`src/hdl/rffc_pkg.sv`:
```
// Package of constants and carrier types for the receive flow-control trigger.
// Operation
// - Any-frame set, FIFO at high mark, frame arrives: jam (half) or pause (full).
// - Full-duplex automatic pause happens only while any-frame trigger is set.
// - Half duplex any-frame: no address decode, act on valid preamble.
// - Full duplex any-frame: request pause immediately when FIFO reaches high mark.
// - Pause request stays pending until next transmit window; never interrupts a frame.
// - Any-frame trigger overrides multicast, broadcast and own-address selections.
// - Jam code picks 5..600 us at 100 Mb/s; 10 Mb/s adds 2.2 us.
// - High mark in bits 23:16 sets threshold in 64-byte units.
// - Below low mark send zero pause, only after high mark and pause sent.
// - Half duplex: each matching frame jammed for code in bits 7:4.
// - No pause frames or jamming while the transmitter is disabled.
package rffc_pkg;
    // ==========================================================
    // Register map
    // ==========================================================
    localparam logic [11:0] RFFC_CFG_ADDR = 12'h0ac;
    localparam logic [11:0] RFFC_STAT_ADDR = 12'h0b4;
    localparam logic [11:0] RFFC_MAC_ADDR = 12'h0b8;
    localparam logic [31:0] RFFC_CFG_RESET = 32'h0000_0000;
    localparam logic [31:0] RFFC_MAC_RESET = 32'h0000_0001;
    localparam int RFFC_HI_LSB = 16;
    localparam int RFFC_LO_LSB = 8;
    localparam int RFFC_JAM_LSB = 4;
    localparam int RFFC_MULT_BIT = 3;
    localparam int RFFC_BRD_BIT = 2;
    localparam int RFFC_OWN_BIT = 1;
    localparam int RFFC_ANY_BIT = 0;
    localparam int RFFC_TXEN_BIT = 0;
    localparam int RFFC_FDX_BIT = 1;
    localparam int RFFC_SPD_BIT = 2;
    localparam int RFFC_UNIT_SHIFT = 6;
    localparam logic [1:0] RFFC_RESP_OKAY = 2'b00;
    localparam logic [1:0] RFFC_RESP_SLVERR = 2'b10;
    // ==========================================================
    // Timing
    // ==========================================================
    localparam int RFFC_CLK_MHZ = 40;
    localparam int RFFC_SLOW_EXTRA_NS = 2200;
    localparam int RFFC_EXTRA_CYC = (RFFC_SLOW_EXTRA_NS * RFFC_CLK_MHZ + 999) / 1000;
    localparam int RFFC_CNT_W = 15;
    // ==========================================================
    // Types
    // ==========================================================
    typedef struct packed {
        logic [7:0] high_mark;
        logic [7:0] low_mark;
        logic [3:0] jam_code;
        logic multicast_trigger;
        logic broadcast_trigger;
        logic own_address_trigger;
        logic any_frame_trigger;
    } rffc_cfg_t;
    typedef struct packed {
        logic preamble;
        logic addr_done;
        logic is_multicast;
        logic is_broadcast;
        logic is_own;
    } rffc_rx_t;
    typedef enum logic [1:0] {
        RFFC_IDLE = 2'b00,
        RFFC_WAIT = 2'b01,
        RFFC_JAM = 2'b10
    } rffc_jam_state_t;
endpackage

```
`src/hdl/rffc_jam_timer.sv`:
```
// Jam duration timer counted on the core clock.
`timescale 1ns/1ps
module rffc_jam_timer (
    // Clock and reset
    input wire logic core_clk,
    input wire logic nrst,
    // Control
    input wire logic start,
    input wire logic [3:0] code,
    input wire logic speed_100,
    output logic done
);
    import rffc_pkg::*;
    logic [RFFC_CNT_W-1:0] cnt_reg;
    logic running_reg;

    // Microsecond-to-cycle mapping: 5,10,15,25,50 then 100+50*(c-5).
    function automatic logic [RFFC_CNT_W-1:0] jam_cycles(input logic [3:0] c, input logic fast);
        int us;
        us = 0;
        unique case (c)
            4'h0: us = 5;
            4'h1: us = 10;
            4'h2: us = 15;
            4'h3: us = 25;
            4'h4: us = 50;
            default: us = 100 + 50 * (int'(c) - 5);
        endcase
        jam_cycles = RFFC_CNT_W'(us * RFFC_CLK_MHZ + (fast ? 0 : RFFC_EXTRA_CYC));
    endfunction

    // Speed is latched only at start, so a mid-jam speed change cannot stretch it.
    always_ff @(posedge core_clk or negedge nrst) begin
        if (!nrst) begin
            cnt_reg <= '0;
            running_reg <= 1'b0;
            done <= 1'b0;
        end else begin
            done <= 1'b0;
            if (start) begin
                // Two less than the table count: done is registered and the jam stage needs one more edge to drop.
                cnt_reg <= jam_cycles(code, speed_100) - RFFC_CNT_W'(2);
                running_reg <= 1'b1;
            end else if (running_reg) begin
                if (cnt_reg == '0) begin
                    running_reg <= 1'b0;
                    done <= 1'b1;
                end else begin
                    cnt_reg <= cnt_reg - RFFC_CNT_W'(1);
                end
            end
        end
    end

    a_jam_min_len: assert property (@(posedge core_clk) disable iff (!nrst)
        start && code == 4'h0 && speed_100 |-> !done [*8]) else $error("Jam ended too early.");
endmodule // rffc_jam_timer

```
`src/hdl/rffc_top.sv`:
```
// Receive FIFO automatic flow-control trigger with AXI4-Lite configuration.
//
// Local design decisions: the address map and register access over AXI4-Lite.
`timescale 1ns/1ps
module rffc_top (
    // Clock and reset
    input wire logic core_clk,
    input wire logic nrst,
    // AXI4-Lite slave
    input wire logic [11:0] s_axi_awaddr,
    input wire logic s_axi_awvalid,
    output logic s_axi_awready,
    input wire logic [31:0] s_axi_wdata,
    input wire logic [3:0] s_axi_wstrb,
    input wire logic s_axi_wvalid,
    output logic s_axi_wready,
    output logic [1:0] s_axi_bresp,
    output logic s_axi_bvalid,
    input wire logic s_axi_bready,
    input wire logic [11:0] s_axi_araddr,
    input wire logic s_axi_arvalid,
    output logic s_axi_arready,
    output logic [31:0] s_axi_rdata,
    output logic [1:0] s_axi_rresp,
    output logic s_axi_rvalid,
    input wire logic s_axi_rready,
    // Receive side (same clock domain)
    input wire logic [13:0] rx_fifo_used,
    input wire rffc_pkg::rffc_rx_t rx_evt,
    // Transmit side
    input wire logic tx_busy,
    output logic pause_req,
    output logic pause_zero,
    input wire logic pause_ack,
    output logic jam_on
);
    import rffc_pkg::*;
    // ==========================================================
    // Register file
    // ==========================================================
    logic [31:0] cfg_reg;
    logic [2:0] mac_reg;
    logic aw_got_reg, w_got_reg;
    logic [11:0] aw_addr_reg;
    logic [31:0] w_data_reg;
    logic [3:0] w_strb_reg;
    rffc_cfg_t cfg;
    logic tx_en, full_dx, speed_100;
    assign cfg = rffc_cfg_t'(cfg_reg[23:0]);
    assign tx_en = mac_reg[RFFC_TXEN_BIT];
    assign full_dx = mac_reg[RFFC_FDX_BIT];
    assign speed_100 = mac_reg[RFFC_SPD_BIT];

    function automatic logic [31:0] merge(input logic [31:0] old, input logic [31:0] d, input logic [3:0] s);
        for (int i = 0; i < 4; i++) begin
            if (s[i]) begin
                old[i*8 +: 8] = d[i*8 +: 8];
            end
        end
        merge = old;
    endfunction

    logic do_write;
    assign do_write = aw_got_reg && w_got_reg && !s_axi_bvalid;

    // Address and data may arrive in either order; each is held until both are in.
    always_ff @(posedge core_clk or negedge nrst) begin
        if (!nrst) begin
            aw_got_reg <= 1'b0;
            w_got_reg <= 1'b0;
            aw_addr_reg <= '0;
            w_data_reg <= '0;
            w_strb_reg <= '0;
            s_axi_bvalid <= 1'b0;
            s_axi_bresp <= RFFC_RESP_OKAY;
            cfg_reg <= RFFC_CFG_RESET;
            mac_reg <= RFFC_MAC_RESET[2:0];
            s_axi_awready <= 1'b1;
            s_axi_wready <= 1'b1;
        end else begin
            // Ready flops hold the next-state value, so they match a decode of the holding flags exactly.
            s_axi_awready <= !do_write && !aw_got_reg && !(s_axi_awvalid && s_axi_awready)
                && !(s_axi_bvalid && !s_axi_bready);
            s_axi_wready <= !do_write && !w_got_reg && !(s_axi_wvalid && s_axi_wready)
                && !(s_axi_bvalid && !s_axi_bready);
            if (s_axi_awvalid && s_axi_awready) begin
                aw_got_reg <= 1'b1;
                aw_addr_reg <= s_axi_awaddr;
            end
            if (s_axi_wvalid && s_axi_wready) begin
                w_got_reg <= 1'b1;
                w_data_reg <= s_axi_wdata;
                w_strb_reg <= s_axi_wstrb;
            end
            if (do_write) begin
                aw_got_reg <= 1'b0;
                w_got_reg <= 1'b0;
                s_axi_bvalid <= 1'b1;
                s_axi_bresp <= RFFC_RESP_OKAY;
                if (aw_addr_reg == RFFC_CFG_ADDR) begin
                    cfg_reg <= merge(cfg_reg, w_data_reg, w_strb_reg) & 32'h00ff_ffff;
                end else if (aw_addr_reg == RFFC_MAC_ADDR) begin
                    mac_reg <= 3'(merge({29'h0, mac_reg}, w_data_reg, w_strb_reg));
                end else if (aw_addr_reg != RFFC_STAT_ADDR) begin
                    s_axi_bresp <= RFFC_RESP_SLVERR;
                end
            end else if (s_axi_bvalid && s_axi_bready) begin
                s_axi_bvalid <= 1'b0;
            end
        end
    end

    // ==========================================================
    // Flow-control state
    // ==========================================================
    logic above_hi, below_lo;
    logic pause_sent_reg;
    logic hi_seen_reg;
    rffc_jam_state_t jst_reg;
    logic jam_start, jam_done;
    logic match;

    assign above_hi = rx_fifo_used >= {cfg.high_mark, 6'h00};
    assign below_lo = rx_fifo_used < {cfg.low_mark, 6'h00};
    // Any-frame skips address decode entirely and fires on the preamble.
    assign match = cfg.any_frame_trigger ? rx_evt.preamble
        : rx_evt.addr_done && ((cfg.multicast_trigger && rx_evt.is_multicast)
        || (cfg.broadcast_trigger && rx_evt.is_broadcast)
        || (cfg.own_address_trigger && rx_evt.is_own));

    always_ff @(posedge core_clk or negedge nrst) begin
        if (!nrst) begin
            s_axi_arready <= 1'b1;
            s_axi_rvalid <= 1'b0;
            s_axi_rdata <= '0;
            s_axi_rresp <= RFFC_RESP_OKAY;
        end else if (s_axi_arvalid && s_axi_arready) begin
            s_axi_arready <= 1'b0;
            s_axi_rvalid <= 1'b1;
            s_axi_rresp <= RFFC_RESP_OKAY;
            unique case (s_axi_araddr)
                RFFC_CFG_ADDR: s_axi_rdata <= cfg_reg;
                RFFC_MAC_ADDR: s_axi_rdata <= {29'h0, mac_reg};
                RFFC_STAT_ADDR: s_axi_rdata <= {27'h0, hi_seen_reg, pause_sent_reg, pause_req, jam_on, above_hi};
                default: begin
                    s_axi_rdata <= '0;
                    s_axi_rresp <= RFFC_RESP_SLVERR;
                end
            endcase
        end else if (s_axi_rvalid && s_axi_rready) begin
            s_axi_rvalid <= 1'b0;
            s_axi_arready <= 1'b1;
        end
    end

    // Pause requests: full duplex, any-frame only; held until the MAC takes it between frames.
    always_ff @(posedge core_clk or negedge nrst) begin
        if (!nrst) begin
            pause_req <= 1'b0;
            pause_zero <= 1'b0;
            pause_sent_reg <= 1'b0;
            hi_seen_reg <= 1'b0;
        end else if (!tx_en) begin
            pause_req <= 1'b0;
            pause_zero <= 1'b0;
        end else if (pause_req) begin
            if (pause_ack && !tx_busy) begin
                pause_req <= 1'b0;
                pause_sent_reg <= !pause_zero;
            end
        end else if (full_dx && cfg.any_frame_trigger) begin
            if (above_hi && !hi_seen_reg) begin
                hi_seen_reg <= 1'b1;
                pause_req <= 1'b1;
                pause_zero <= 1'b0;
            end else if (below_lo && hi_seen_reg) begin
                hi_seen_reg <= 1'b0;
                if (pause_sent_reg) begin
                    pause_req <= 1'b1;
                    pause_zero <= 1'b1;
                end
            end
        end
    end

    // Half-duplex jamming, one period per matching frame.
    assign jam_start = (jst_reg == RFFC_IDLE) && tx_en && !full_dx && above_hi && match;

    always_ff @(posedge core_clk or negedge nrst) begin
        if (!nrst) begin
            jst_reg <= RFFC_IDLE;
            jam_on <= 1'b0;
        end else begin
            unique case (jst_reg)
                RFFC_IDLE: begin
                    if (jam_start) begin
                        jst_reg <= RFFC_JAM;
                        jam_on <= 1'b1;
                    end
                end
                RFFC_JAM: begin
                    if (jam_done || !tx_en) begin
                        jst_reg <= RFFC_WAIT;
                        jam_on <= 1'b0;
                    end
                end
                RFFC_WAIT: begin
                    if (!rx_evt.preamble) begin
                        jst_reg <= RFFC_IDLE;
                    end
                end
                default: jst_reg <= RFFC_IDLE;
            endcase
        end
    end

    rffc_jam_timer u_timer (
        .core_clk(core_clk),
        .nrst(nrst),
        .start(jam_start),
        .code(cfg.jam_code),
        .speed_100(speed_100),
        .done(jam_done)
    );

    a_no_tx_off: assert property (@(posedge core_clk) disable iff (!nrst)
        !tx_en |=> !jam_on && !pause_req) else $error("Flow control active with transmitter off.");
    a_fdx_needs_any: assert property (@(posedge core_clk) disable iff (!nrst)
        $rose(pause_req) |-> $past(cfg.any_frame_trigger) && $past(full_dx)) else $error("Pause without any-frame.");
    a_pause_hold: assert property (@(posedge core_clk) disable iff (!nrst)
        pause_req && tx_en && !(pause_ack && !tx_busy) |=> pause_req) else $error("Pause request dropped.");
    a_hi_pause: assert property (@(posedge core_clk) disable iff (!nrst)
        tx_en && full_dx && cfg.any_frame_trigger && above_hi && !hi_seen_reg && !pause_req
        |=> pause_req && !pause_zero) else $error("High mark gave no pause.");
    a_jam_half: assert property (@(posedge core_clk) disable iff (!nrst)
        $rose(jam_on) |-> !$past(full_dx)) else $error("Jam in full duplex.");
    a_any_preamble: assert property (@(posedge core_clk) disable iff (!nrst)
        jst_reg == RFFC_IDLE && tx_en && !full_dx && above_hi && cfg.any_frame_trigger && rx_evt.preamble
        |=> jam_on) else $error("Any-frame did not jam on preamble.");
    a_override: assert property (@(posedge core_clk) disable iff (!nrst)
        cfg.any_frame_trigger && !rx_evt.preamble |-> !jam_start) else $error("Selective trigger not overridden.");
    a_zero_cause: assert property (@(posedge core_clk) disable iff (!nrst)
        $rose(pause_zero) |-> $past(pause_sent_reg) && $past(below_lo)) else $error("Zero pause without cause.");
    a_threshold: assert property (@(posedge core_clk) disable iff (!nrst)
        $rose(jam_on) |-> $past(rx_fifo_used) >= {$past(cfg.high_mark), 6'h00}) else $error("Jam below high mark.");
endmodule // rffc_top

```
`config.mk`:
```
export PLATFORM = sky130hd
export DESIGN_NAME = rffc_top
export DESIGN_NICKNAME = d
export VERILOG_FILES = /design/src/hdl/rffc_pkg.sv /design/src/hdl/rffc_jam_timer.sv /design/src/hdl/rffc_top.sv
export SDC_FILE = /design/constraint.sdc
export NUM_CORES = 1
export LEC_CHECK = 0
export ABC_CLOCK_PERIOD_IN_PS = 11800
export BUFFER_PORTS_ARGS = -buffer_cell sky130_fd_sc_hd__buf_2
export CORE_MARGIN = 4
export CORE_UTILIZATION = 30
export CTS_CLUSTER_DIAMETER = 50
export CTS_CLUSTER_SIZE = 28
export DETAILED_ROUTE_END_ITERATION = 12
export SLEW_MARGIN = 40
export SYNTH_ARGS = -nofsm -noshare
export SYNTH_HDL_FRONTEND = slang
export SYNTH_SLANG_ARGS = --single-unit
```
`constraint.sdc`:
```
create_clock -name core_clk -period 11.8 [get_ports core_clk]
set_clock_uncertainty 0.2 [all_clocks]
set_input_delay 0 -clock core_clk [delete_from_list [all_inputs] [get_ports core_clk]]
set_output_delay 0 -clock core_clk [all_outputs]
set_load 0.005 [all_outputs]
```
Word level (Yosys, flattened, before mapping):

Index checks and enable logic that the tools add are counted.

* logic and storage cells: 170
* bits in registers: 133

* reduce and logical (&&, ||, !) cells: 63
* muxes and demuxes: 50
* order comparisons: 2
* $add $sub $neg: 5
* $mul: 2
* bitwise logic cells: 2
* equal/unequal tests: 20

Operators with widths (number)
* case mux 32 bit (5 select lines): 1
* case mux 24 bit (3 select lines): 1
* equality test 12 x 8 -> 1 bit (second input constant): 5
* two-way mux 15 bit: 3
* two-way mux 1 bit: 34
* adder 8 x 32 -> 32 bit (first input constant): 1
* multiplier 32 x 4 -> 12 bit (second input constant): 1
* multiplier 6 x 32 -> 31 bit (first input constant): 1
* two-way mux 32 bit: 1
* logical AND 1 bit: 26
* AND reduction 3 bit: 6
* adder 15 bit: 1
* zero test 15 bit: 1
* subtractor 15 x 1 -> 15 bit (second input constant): 1
* subtractor 15 x 2 -> 15 bit (second input constant): 1
* >= comparator 14 bit: 1
* < comparator 14 bit: 1
* two-way mux 2 bit: 7
* nonzero test 2 bit: 7
* zero test 1 bit: 13
* != test 12 x 8 -> 1 bit (second input constant): 1
* AND reduction 4 bit: 3
* != test 2 bit (second input constant): 5
* equality test 4 x 2 -> 1 bit (second input constant): 2
* other kinds (16): 20

Longest topological paths before layout:

Gate-level depths: netlist (run 1).

* word-level depth: 11
* gate-level depth with buffers: 25
* gate-level depth less buffers: 24

Hierarchy:

Synthesis (run 1) repeated with hierarchy kept, for this count alone.

* cell total of the unflattened synthesis: 748
* area total of the unflattened synthesis: 7619.8 µm²

By module, submodules not included
* rffc_top: area each 4850.9 µm², cells an instance 414, seq. area each 2657.5 µm², instances 1
* rffc_jam_timer: area each 2768.9 µm², cells an instance 334, seq. area each 425.4 µm², instances 1

Worst setup path after synthesis (run 1):

Ideal clock, no wire load.

* path type: flip-flop to flip-flop
* from: register cfg_reg[4]
* to: register u_timer.cnt_reg[14]
* path buffers: 1
* setup time: 0.137 ns
* arrival: 5.757 ns
* path slack: 5.706 ns
* cell stages (with the launch flop): 25
* cell sequence: dfrtp_1 -> clkbuf_1 -> inv_1 -> ha_1 -> nor2b_1 -> nor2_1 -> fa_1 -> ha_1 -> fa_1 -> ha_1 -> a21oi_1 -> a21boi_0 -> or2_2 -> xor2_1 -> nor2_1 -> ha_1 -> ha_1 -> inv_1 -> nor4_1 -> a2111oi_2 -> ha_1 -> or4_1 -> a32o_1 -> xor2_1 -> mux2i_1

* word-level cells in the longest chain between the ends: 9
* elaborated cells on any way between the ends: 14

RTL lines
* start: declaration: RTL line rffc_top.sv:41 `logic [31:0] cfg_reg;`
* start signal: assignment: RTL line rffc_top.sv:101 `cfg_reg <= merge(cfg_reg, w_data_reg, w_strb_reg) & 32'h00ff_ffff;`
* subtractor 4 x 3 -> 5 bit: RTL line rffc_jam_timer.sv:27 `default: us = 100 + 50 * (int'(c) - 5);`
* multiplier 6 x 32 -> 31 bit: RTL line rffc_jam_timer.sv:27
* adder 8 x 32 -> 32 bit: RTL line rffc_jam_timer.sv:27
* case mux 32 bit (5 select lines) (*): RTL line rffc_jam_timer.sv:21 `unique case (c)`
* two-way mux 32 bit (*): RTL line rffc_jam_timer.sv:40 `if (start) begin`
* multiplier 32 x 4 -> 12 bit (*): RTL line rffc_jam_timer.sv:29 `jam_cycles = RFFC_CNT_W'(us * RFFC_CLK_MHZ + (fast ? 0 : RFFC_EXTRA_CYC));`
* adder 15 bit (*): RTL line rffc_jam_timer.sv:29
* subtractor 15 x 2 -> 15 bit (*): RTL line rffc_jam_timer.sv:42 `cnt_reg <= jam_cycles(code, speed_100) - RFFC_CNT_W'(2);`
* two-way mux 15 bit (*): RTL line rffc_jam_timer.sv:40
* end signal: assignment: RTL line rffc_jam_timer.sv:42
* end signal: assignment: RTL line rffc_jam_timer.sv:49 `cnt_reg <= cnt_reg - RFFC_CNT_W'(1);`
* end: declaration: RTL line rffc_jam_timer.sv:14 `logic [RFFC_CNT_W-1:0] cnt_reg;`

Mark *: on every way between the ends. The rest lies on a longest branch, timed or not. The select of a mux whose other input is x is not followed.
A chain may end at the register's enable or synchronous reset.

Worst setup path after layout (run 1):

Ends and elaborated chain as after synthesis.

==> impl_metrics.toml, run 1 <==
[clocking]
clkSlewWorstSetupHoldPaths_ns = 0.05
cts-root-buf = "clkbuf_16"
insertion_delay_ns = 0.42
clock_sinks = 123
cts-buffers-inserted = 17
cts_buffer_depth = 2
cts.htree.levels = 4
cts_tree = "built"
cts.repair.resized = 0

[finish]
layout.cells.most_common = "dfrtp_1"
layout_common_cells = "dfrtp_1, buf_2, nand2_1"
fillers = 2342
multi_input_area_um2 = 3900
syn2layout_area_growth_pct = 27.9
layout.nets = 1031
regArea_um2 = 3080
num_antenna_cells = 0
layout-drive-gt1-share = 0.262
fin_area_um2 = 9280

[setup_path]
r2r-start = "cfg_reg[4]"
crit_type = "flip-flop to flip-flop"
critPathMaxFanout = 10
cp-start-kind = "flip-flop"
critPathArrivalTime_ns = 6.71
rr_worst_depth = 23
worstSetupEndpointType = "flip-flop"
reg2reg_slack_ns = 5.18
worstPathRequired_ns = 11.89
timing.rr.end = "u_timer.cnt_reg[14]"

[yosys]
ys_warn_count = 0
yosys.area.top_type = "dfrtp_1"
ys_seq_area_frac = 0.425
syn_inst = 694
syn_area_um2 = 7250
synthDistinctLibCells = 59
ys.flop_type = "dfrtp_1"
synth_top_area_share = 0.411
postSynthAreaPerCell_um2 = 10.4
synth_edf_count = 0
synth_area_leaders = "dfrtp_1, ha_1, mux2_2, o21ai_0, nand2_1"
ys_ff_latch = 123
async_reset_ff_frac = 1.00

[timing]
fin_crit_ns = 6.62
hold_violations = 0
timing.fmax_ghz = 0.151
relSlewSlack = 0.513
slew_violations = 0
setup_tns_ns = 0
setup_viol = 0
worst_slew_pin_slew_ns = 0.721
hold-worst-slack_ns = 0.0329
rsz0062_at_grt = "no"
finalCritPeriodShare = 0.561

[hold_path]
hold_path_startpoint = "rx_fifo_used[11]"
hp-class = "primary input to flip-flop"
hold-path-endpoint = "hi_seen_reg"
whs_path_depth = 5

[power_and_ir_drop]
switching_share = 0.271
p_clk_frac = 0.357
combPwrFrac = 0.209
p_int_mw = 0.924
p_leak_nw = 4.28
switchingPower_mw = 0.344
power_density_nw_per_um2 = 137
p_seq_frac = 0.434
ir_worst_vdd_uv = 96.8

[global_routing]
grt_pass1_vias = 5803
grt-ovfl-total = 0
grt_max_degree = 53
grt_pass1_wl_um = 28600
antenna_found_initial = 0
grtUsageTotal = 0.132

[floorplan]
start_util = 0.307
rows = 56
die-area_um2 = 26700
dieHeight_um = 163
core-area_um2 = 23600
pin_count = 132
dieWidth_um = 163

[route]
post_drt_wl_per_cell_um = 13.8
drtPass1Iterations = 4
vias_per_cell = 4.63
drt_iter0_drc = 252
post-route-drc-count = 0
ant_nets = 0
vias = 5573
finalWirelength_um = 16600

[placed_design]
io_buffers = 112
place_congestion = 0.746
dp_hpwl_um = 12300
placed_area_um2 = 8170

[status]
status = "finished clean"

[run]
max_cap_viol_count = 0
-- critical path, cell delays in order (launching register included) --
cell and delay [ns]:
dfrtp_1 0.54, inv_1 0.18, ha_1 0.26, nor2b_1 0.28, nor2_1 0.21, fa_1 0.50
ha_1 0.24, fa_1 0.45, ha_1 0.36, a21oi_1 0.21, a21boi_0 0.14, or2_2 0.35
xor2_1 0.16, nor2_1 0.05, ha_1 0.29, ha_1 0.30, inv_1 0.08, nor4_1 0.30
a2111oi_2 0.11, ha_1 0.24, or4_1 0.51, a32o_1 0.28, xor2_1 0.15, mux2i_1 0.09
-- cell families after synthesis --
family	Yosys count	share of synthesized area
AO/OA/AOI/OAI	138	0.122
XOR/XNOR	36	0.0454
buffers and inverters	75	0.0440
other	1	0.000517
multiplexers	74	0.114
adder cells (fa/ha/maj)	70	0.126
flip-flops	123	0.425
AND/OR/NAND/NOR	177	0.123
-- timing repair --
| action | CTS | global route |
|---|---|---|
| hold buffers | 59 | 0 |
| hold endpoints to repair | 155 | 0 |
| setup buffers | 0 | 0 |
-- power by group through the flow --
stage | combinational, mW | clock [mW] | sequential, mW
4_1_cts | 0.266 | 0.462 | 0.550
2_1_floorplan | 0.188 | 0 | 0.543
5_1_grt | 0.297 | 0.479 | 0.561
3_3_place_gp | 0.242 | 0 | 0.554
3_5_place_dp | 0.248 | 0 | 0.557
6_report | 0.265 | 0.452 | 0.551
-- worst max-delay path by stage --
stage                          start             endpoint  slack [ns]  cells after the start
after global placement    cfg_reg[4]  u_timer.cnt_reg[14]        5.25                     23
after CTS                 cfg_reg[4]  u_timer.cnt_reg[14]        5.15                     23
final                     cfg_reg[4]  u_timer.cnt_reg[14]        5.18                     23
after floorplan           cfg_reg[4]  u_timer.cnt_reg[14]        5.71                     24
after global routing      cfg_reg[4]  u_timer.cnt_reg[14]        4.79                     23
after detailed placement  cfg_reg[4]  u_timer.cnt_reg[14]        5.15                     23
-- metal layers --
layer / wire, µm / track usage / vias up
met1: 7940 / 0.175 / 2663
li1: - / - / 2790
met2: 7660 / 0.213 / 106
met4: 179 / 0.0332 / 0
met5: 0 / 0 / -
met3: 860 / 0.0371 / 14
-- synthesized netlist by cell type, drive strengths merged, types with 4 or more instances --
cell type    n
fa           5
nand2       71
a21oi       23
buf         10
a211o        4
inv         49
a21o        15
nand2b      10
or3          5
mux2        68
a222oi       4
o21bai       4
dfrtp      119
nor3        11
or4          4
xnor2       21
nand3        7
o21ai       58
nor3b        5
ha          65
clkbuf      16
nor2        30
nor4         9
or2          5
o211ai       4
dfstp        4
nor2b        8
mux2i        6
xor2        14
-- layout make-up --
type	count	share of cell area
multi-input combinational	505	0.420
sequential	123	0.332
timing repair buffer	177	0.130
clock buffer	22	0.0490
tap	319	0.0430
inverter	49	0.0198
clock inverter	8	0.00526
-- through the flow --
step	cells	utilization	power, mW	setup WS, ns
global route	1203	0.393	1.34	4.79
CTS	1203	0.393	1.28	5.15
detailed placement	1114	0.346	0.805	5.15
floorplan	703	-	0.731	5.71
global placement	1114	0.346	0.796	5.25
finish	1203	0.393	1.27	5.18
Power figures use the tool's default switching activity.
==> run 2, diff against run 1 <==
--- a/config.mk
+++ b/config.mk
@@ -5,7 +5,7 @@
 export SDC_FILE = /design/constraint.sdc
 export NUM_CORES = 1
 export LEC_CHECK = 0
-export ABC_CLOCK_PERIOD_IN_PS = 11800
+export ABC_CLOCK_PERIOD_IN_PS = 6200
 export BUFFER_PORTS_ARGS = -buffer_cell sky130_fd_sc_hd__buf_2
 export CORE_MARGIN = 4
 export CORE_UTILIZATION = 30
==> constraint.sdc (replaced) <==
create_clock -name core_clk -period 6.2 [get_ports core_clk]
set_clock_uncertainty 0.2 [all_clocks]
set_input_delay 0 -clock core_clk [delete_from_list [all_inputs] [get_ports core_clk]]
set_output_delay 0 -clock core_clk [all_outputs]
set_load 0.005 [all_outputs]
==> impl_metrics.toml, run 2 (synthesized netlist as in run 1, its figures left out) <==
[setup_path]
path_common_cell = "ha_1"
crit_type = "flip-flop to flip-flop"
cp-start-kind = "flip-flop"
worstPathRequired_ns = 6.33
path_delay_family = "adder cells"
critPathArrivalTime_ns = 6.04
crit_chain = "buf_4 -> o21ai_1 -> xor2_1 -> fa_1 -> ha_1 -> fa_1 -> ha_4 -> nand3_1 -> and3b_1 -> or2_2 -> xor2_1 -> nor2_1 -> ha_1 -> ha_1 -> inv_2 -> o211a_1 -> a2111oi_4 -> ha_1 -> or4_1 -> a32o_1 -> xor2_1 -> mux2i_1"
slowest_stage = "or4_1"
rr_worst_depth = 22
worstSetupEndpointType = "flip-flop"
worst-path-buf-inv = 2
critPathMaxFanout = 9
cpPeakStageDelay_ns = 0.51
critical_path_depth = 22

[finish]
layout_common_cells = "dfrtp_1, buf_2, nand2_1"
layout.nets = 1038
multi_input_area_um2 = 3970
fillers = 2282
layout.cells.most_common = "dfrtp_1"
num_antenna_cells = 0
final_util = 0.403
syn2layout_area_growth_pct = 31.1
layout-drive-gt1-share = 0.283
regArea_um2 = 3080

[timing]
timing.fmax_ghz = 0.169
setup_ws_ns = 0.291
slew_violations = 0
hold_violations = 0
setup_viol = 0
fin_crit_ns = 5.91
finalCritPeriodShare = 0.953
worst_slew_pin_slew_ns = 0.778
relSlewSlack = 0.480

[status]
status = "finished clean"

[floorplan]
pin_count = 132
dieHeight_um = 163
start_util = 0.307
die-area_um2 = 26700
rows = 56
core-area_um2 = 23600
dieWidth_um = 163

[route]
drt_iter0_drc = 298
drtPass1Iterations = 5
ant_nets = 0
finalWirelength_um = 17000
vias_per_cell = 4.68
post-route-drc-count = 0
post_drt_wl_per_cell_um = 14.1
vias = 5673

[clocking]
cts_buffer_depth = 2
insertion_delay_ns = 0.41
cts.htree.levels = 4
clkSlewWorstSetupHoldPaths_ns = 0.06
clock_sinks = 123
cts-buffers-inserted = 17
cts_tree = "built"
cts-root-buf = "clkbuf_16"

[hold_path]
whs_path_depth = 5
hp-class = "primary input to flip-flop"

[global_routing]
use_met3 = 0.0353
grt_pass1_vias = 5824
grtUsageTotal = 0.133
grt_pass1_wl_um = 29100
grt_max_degree = 72
top_usage_layer = "met2"
gr-usage-met1 = 0.178
use_met2 = 0.216
antenna_found_initial = 2
grt-ovfl-total = 0

[placed_design]
io_buffers = 112
post-place-ws_ns = 0.0930
dp_hpwl_um = 12500
place_congestion = 0.778

[power_and_ir_drop]
p_leak_nw = 4.37
power_density_nw_per_um2 = 271
ir_worst_vdd_uv = 253

[run]
max_cap_viol_count = 0
-- run 2: cell types whose count changed in the layout (fill, tap and decap cells not counted), moves of 2 or more --
cell       previous run  this run
a21oi_1              23        21
clkinv_2              5         2
clkinv_4              1         3
buf_4                 7        14
bufinv_16             0         3
ha_1                 65        63
a21oi_2               0         2
-- run 2: worst paths after layout --
check,startpoint,endpoint,slack (ns)
setup / recovery,cfg_reg[4],u_timer.cnt_reg[14],0.29
max in group asynchronous,nrst,u_timer.cnt_reg[7],4.48
setup reg to reg,cfg_reg[4],u_timer.cnt_reg[14],0.29
hold reg to reg,s_axi_rdata[6],s_axi_rdata[6],0.27
hold / removal,rx_fifo_used[11],hi_seen_reg,0.03
min in group asynchronous,nrst,cfg_reg[2],0.37
-- run 2: layout make-up --
type                            instances  share of cell area
Tap cell                              319              0.0420
Timing Repair Buffer                  184               0.133
Multi-Input combinational cell        505               0.418
Sequential cell                       123               0.324
Inverter                               49              0.0193
Clock buffer                           22              0.0488
Clock inverter                         10              0.0149
-- run 2: stage by stage --
stage | setup TNS (ns) | std cells | area, µm² | power [mW] | hold slack (ns)
floorplan | 0 | 703 | 7290 | 1.39 | -0.496
global placement | 0 | 1121 | 8220 | 1.52 | -0.123
detailed placement | 0 | 1121 | 8220 | 1.54 | -0.121
CTS | 0 | 1211 | 9420 | 2.60 | 0.0116
global route | -0.0188 | 1212 | 9510 | 2.72 | 0.0955
finish | 0 | 1212 | 9510 | 2.58 | 0.0336
-- run 2: what timing repair did --
| action | CTS | global route |
|---|---|---|
| endpoints found under the hold margin | 111 | 0 |
| hold buffers | 58 | 0 |
| resized for setup | 0 | 15 |
| setup endpoints to repair | 0 | 2 |
| buffers inserted | 0 | 1 |
-- run 2: tightest hold or removal path: cells and delay by family --
family / cells / cell delay (ns)
buf+inv: 1 / 0.09
compound gates: 3 / 0.37
fa+ha+maj: 1 / 0.14
-- run 2: power by group --
part | switching, mW | total (mW) | internal [mW]
Clock | 0.358 | 1.01 | 0.654
Sequential | 0.0901 | 1.05 | 0.960
Combinational | 0.225 | 0.515 | 0.289
-- run 2: routing by layer --
layer,vias up,wire [µm]
met5,-,23
met4,4,155
met3,19,800
met2,117,8030
met1,2728,8040
li1,2805,-
==> run 3, diff against run 2 <==
--- a/config.mk
+++ b/config.mk
@@ -7,7 +7,7 @@
 export LEC_CHECK = 0
 export ABC_CLOCK_PERIOD_IN_PS = 6200
 export BUFFER_PORTS_ARGS = -buffer_cell sky130_fd_sc_hd__buf_2
-export CORE_MARGIN = 4
+export CORE_MARGIN = 8
 export CORE_UTILIZATION = 30
 export CTS_CLUSTER_DIAMETER = 50
 export CTS_CLUSTER_SIZE = 28
==> impl_metrics.toml, run 3 (synthesized netlist as in run 1, its figures left out) <==
[run]
max_cap_viol_count = 0

[setup_path]
r2r-start = "cfg_reg[4]"
crit_chain = "inv_2 -> ha_2 -> nor2b_2 -> nor2_2 -> fa_1 -> ha_1 -> fa_1 -> ha_1 -> a21oi_2 -> a21boi_0 -> or2_2 -> xor2_1 -> nor2_1 -> ha_1 -> ha_1 -> inv_1 -> nor4_2 -> a2111oi_2 -> ha_1 -> or4_1 -> a32o_1 -> xor2_1 -> mux2i_1"
cp-start-kind = "flip-flop"
critPathMaxFanout = 4
cp-startpoint = "cfg_reg[4]"
crit_type = "flip-flop to flip-flop"
slowest_stage = "or4_1"
worstPathRequired_ns = 6.29
critPathArrivalTime_ns = 5.93
path_common_cell = "ha_1"
cpPeakStageDelay_ns = 0.50
worstSetupEndpointType = "flip-flop"

[timing]
hold-worst-slack_ns = 0.0275
slew_violations = 0
setup_ws_ns = 0.357
setup_viol = 0
hold_violations = 0
relSlewSlack = 0.492
finalCritPeriodShare = 0.942
timing.fmax_ghz = 0.171
rsz0062_at_grt = "no"
fin_crit_ns = 5.84
worst_slew_pin_slew_ns = 0.742
setup_tns_ns = 0

[route]
finalWirelength_um = 17700
post_drt_wl_per_cell_um = 14.4
post-route-drc-count = 0
drt_iter0_drc = 209
drtPass1Iterations = 4
ant_nets = 0
vias = 5666
vias_per_cell = 4.62

[finish]
layout-drive-gt1-share = 0.292
num_antenna_cells = 0
fin_cells = 1226
layout_common_cells = "dfrtp_1, buf_2, nand2_1"
syn2layout_area_growth_pct = 31.7
layout.nets = 1047
layout.cells.most_common = "dfrtp_1"

[power_and_ir_drop]
switchingPower_mw = 0.663
p_seq_frac = 0.406
combPwrFrac = 0.197
power_density_nw_per_um2 = 270
p_int_mw = 1.91
switching_share = 0.258
ir_worst_vdd_uv = 251
p_clk_frac = 0.396
p_leak_nw = 4.43

[placed_design]
post-place-ws_ns = 0.154
dp_hpwl_um = 13100
place_congestion = 0.742
io_buffers = 112
dp.cells = 1136

[clocking]
cts-root-buf = "clkbuf_16"
cts_buffer_depth = 2
cts-buffers-inserted = 17
cts_setup_buffers = 0
insertion_delay_ns = 0.42
clock_sinks = 123
cts.htree.levels = 4
cts_tree = "built"
clkSlewWorstSetupHoldPaths_ns = 0.05

[status]
status = "finished clean"

[global_routing]
grt_pass1_wl_um = 29900
grtUsageTotal = 0.126
grt-ovfl-total = 0
grt_pass1_vias = 5918
grt_max_degree = 64
antenna_found_initial = 0

[floorplan]
pin_count = 132
rows = 57
dieWidth_um = 171
core-area_um2 = 24000
start_util = 0.302
die-area_um2 = 29400
dieHeight_um = 171

[hold_path]
hp-class = "primary input to flip-flop"
hold_path_startpoint = "rx_fifo_used[11]"
==> run 3: changes by cell type in the layout (fill, tap and decap cells not counted), moves of 2 or more <==
cell / delta
nor3_2: -2
nor3b_1: -2
buf_6: +2
clkbuf_1: -3
buf_4: +7
clkinv_4: -3
nor3b_2: +2
clkinv_2: +4
==> run 3: layout make-up <==
class                      count  area (µm²)
sequential                   123        3080
tap                          324         405
clock inverter                12         144
multi-input combinational    505        3940
clock buffer                  20         467
inverter                      49         184
fill                        2363       14500
timing repair buffer         193        1330
==> run 3: what timing repair did <==
| item | CTS | global route |
|---|---|---|
| endpoints found under the setup margin | 0 | 2 |
| resized for setup | 0 | 8 |
| hold buffers | 57 | 1 |
| hold endpoints to repair | 133 | 22 |
==> run 3: power groups by stage <==
stage	sequential [mW]	combinational, mW	clock, mW
finish	1.05	0.508	1.02
global route	1.07	0.571	1.08
detailed placement	1.06	0.478	0
CTS	1.04	0.514	1.04
floorplan	1.03	0.358	0
global placement	1.05	0.468	0
==> run 3: layer usage <==
layer | up-vias | GRT usage | routed length, µm
li1 | 2826 | - | -
met1 | 2714 | 0.160 | 8140
met2 | 115 | 0.208 | 8380
met3 | 11 | 0.0365 | 1010
met4 | 0 | 0.0321 | 150
met5 | - | 0 | 0
==> run 3: worst paths after layout <==
check	endpoint	slack (ns)	cells after the start
worst min-delay path	hi_seen_reg	0.03	5
max in group asynchronous	w_data_reg[3]	4.36	4
worst max-delay path	u_timer.cnt_reg[14]	0.36	23
min in group asynchronous	w_data_reg[18]	0.48	3
worst min register to register	s_axi_rdata[7]	0.27	2
worst max register to register	u_timer.cnt_reg[14]	0.36	23
==> run 3: stage by stage <==
step | instance area (µm²) | utilization | total power [mW]
3_5_place_dp | 8320 | 0.346 | 1.54
6_report | 9550 | 0.397 | 2.57
2_1_floorplan | 7290 | - | 1.39
5_1_grt | 9550 | 0.397 | 2.72
4_1_cts | 9500 | 0.395 | 2.60
3_3_place_gp | 8300 | 0.345 | 1.52
==> run 3: worst max-delay path: cells and delay by family, from the launching register on <==
family / cells / cell delay, ns
adders and majority gates: 8 / 2.54
and+or+nand+nor: 6 / 1.38
AOI/OAI and AO/OA: 4 / 0.65
DFF: 1 / 0.40
xor gates and xnor gates: 2 / 0.29
buffers and inverters: 2 / 0.17
muxes: 1 / 0.08
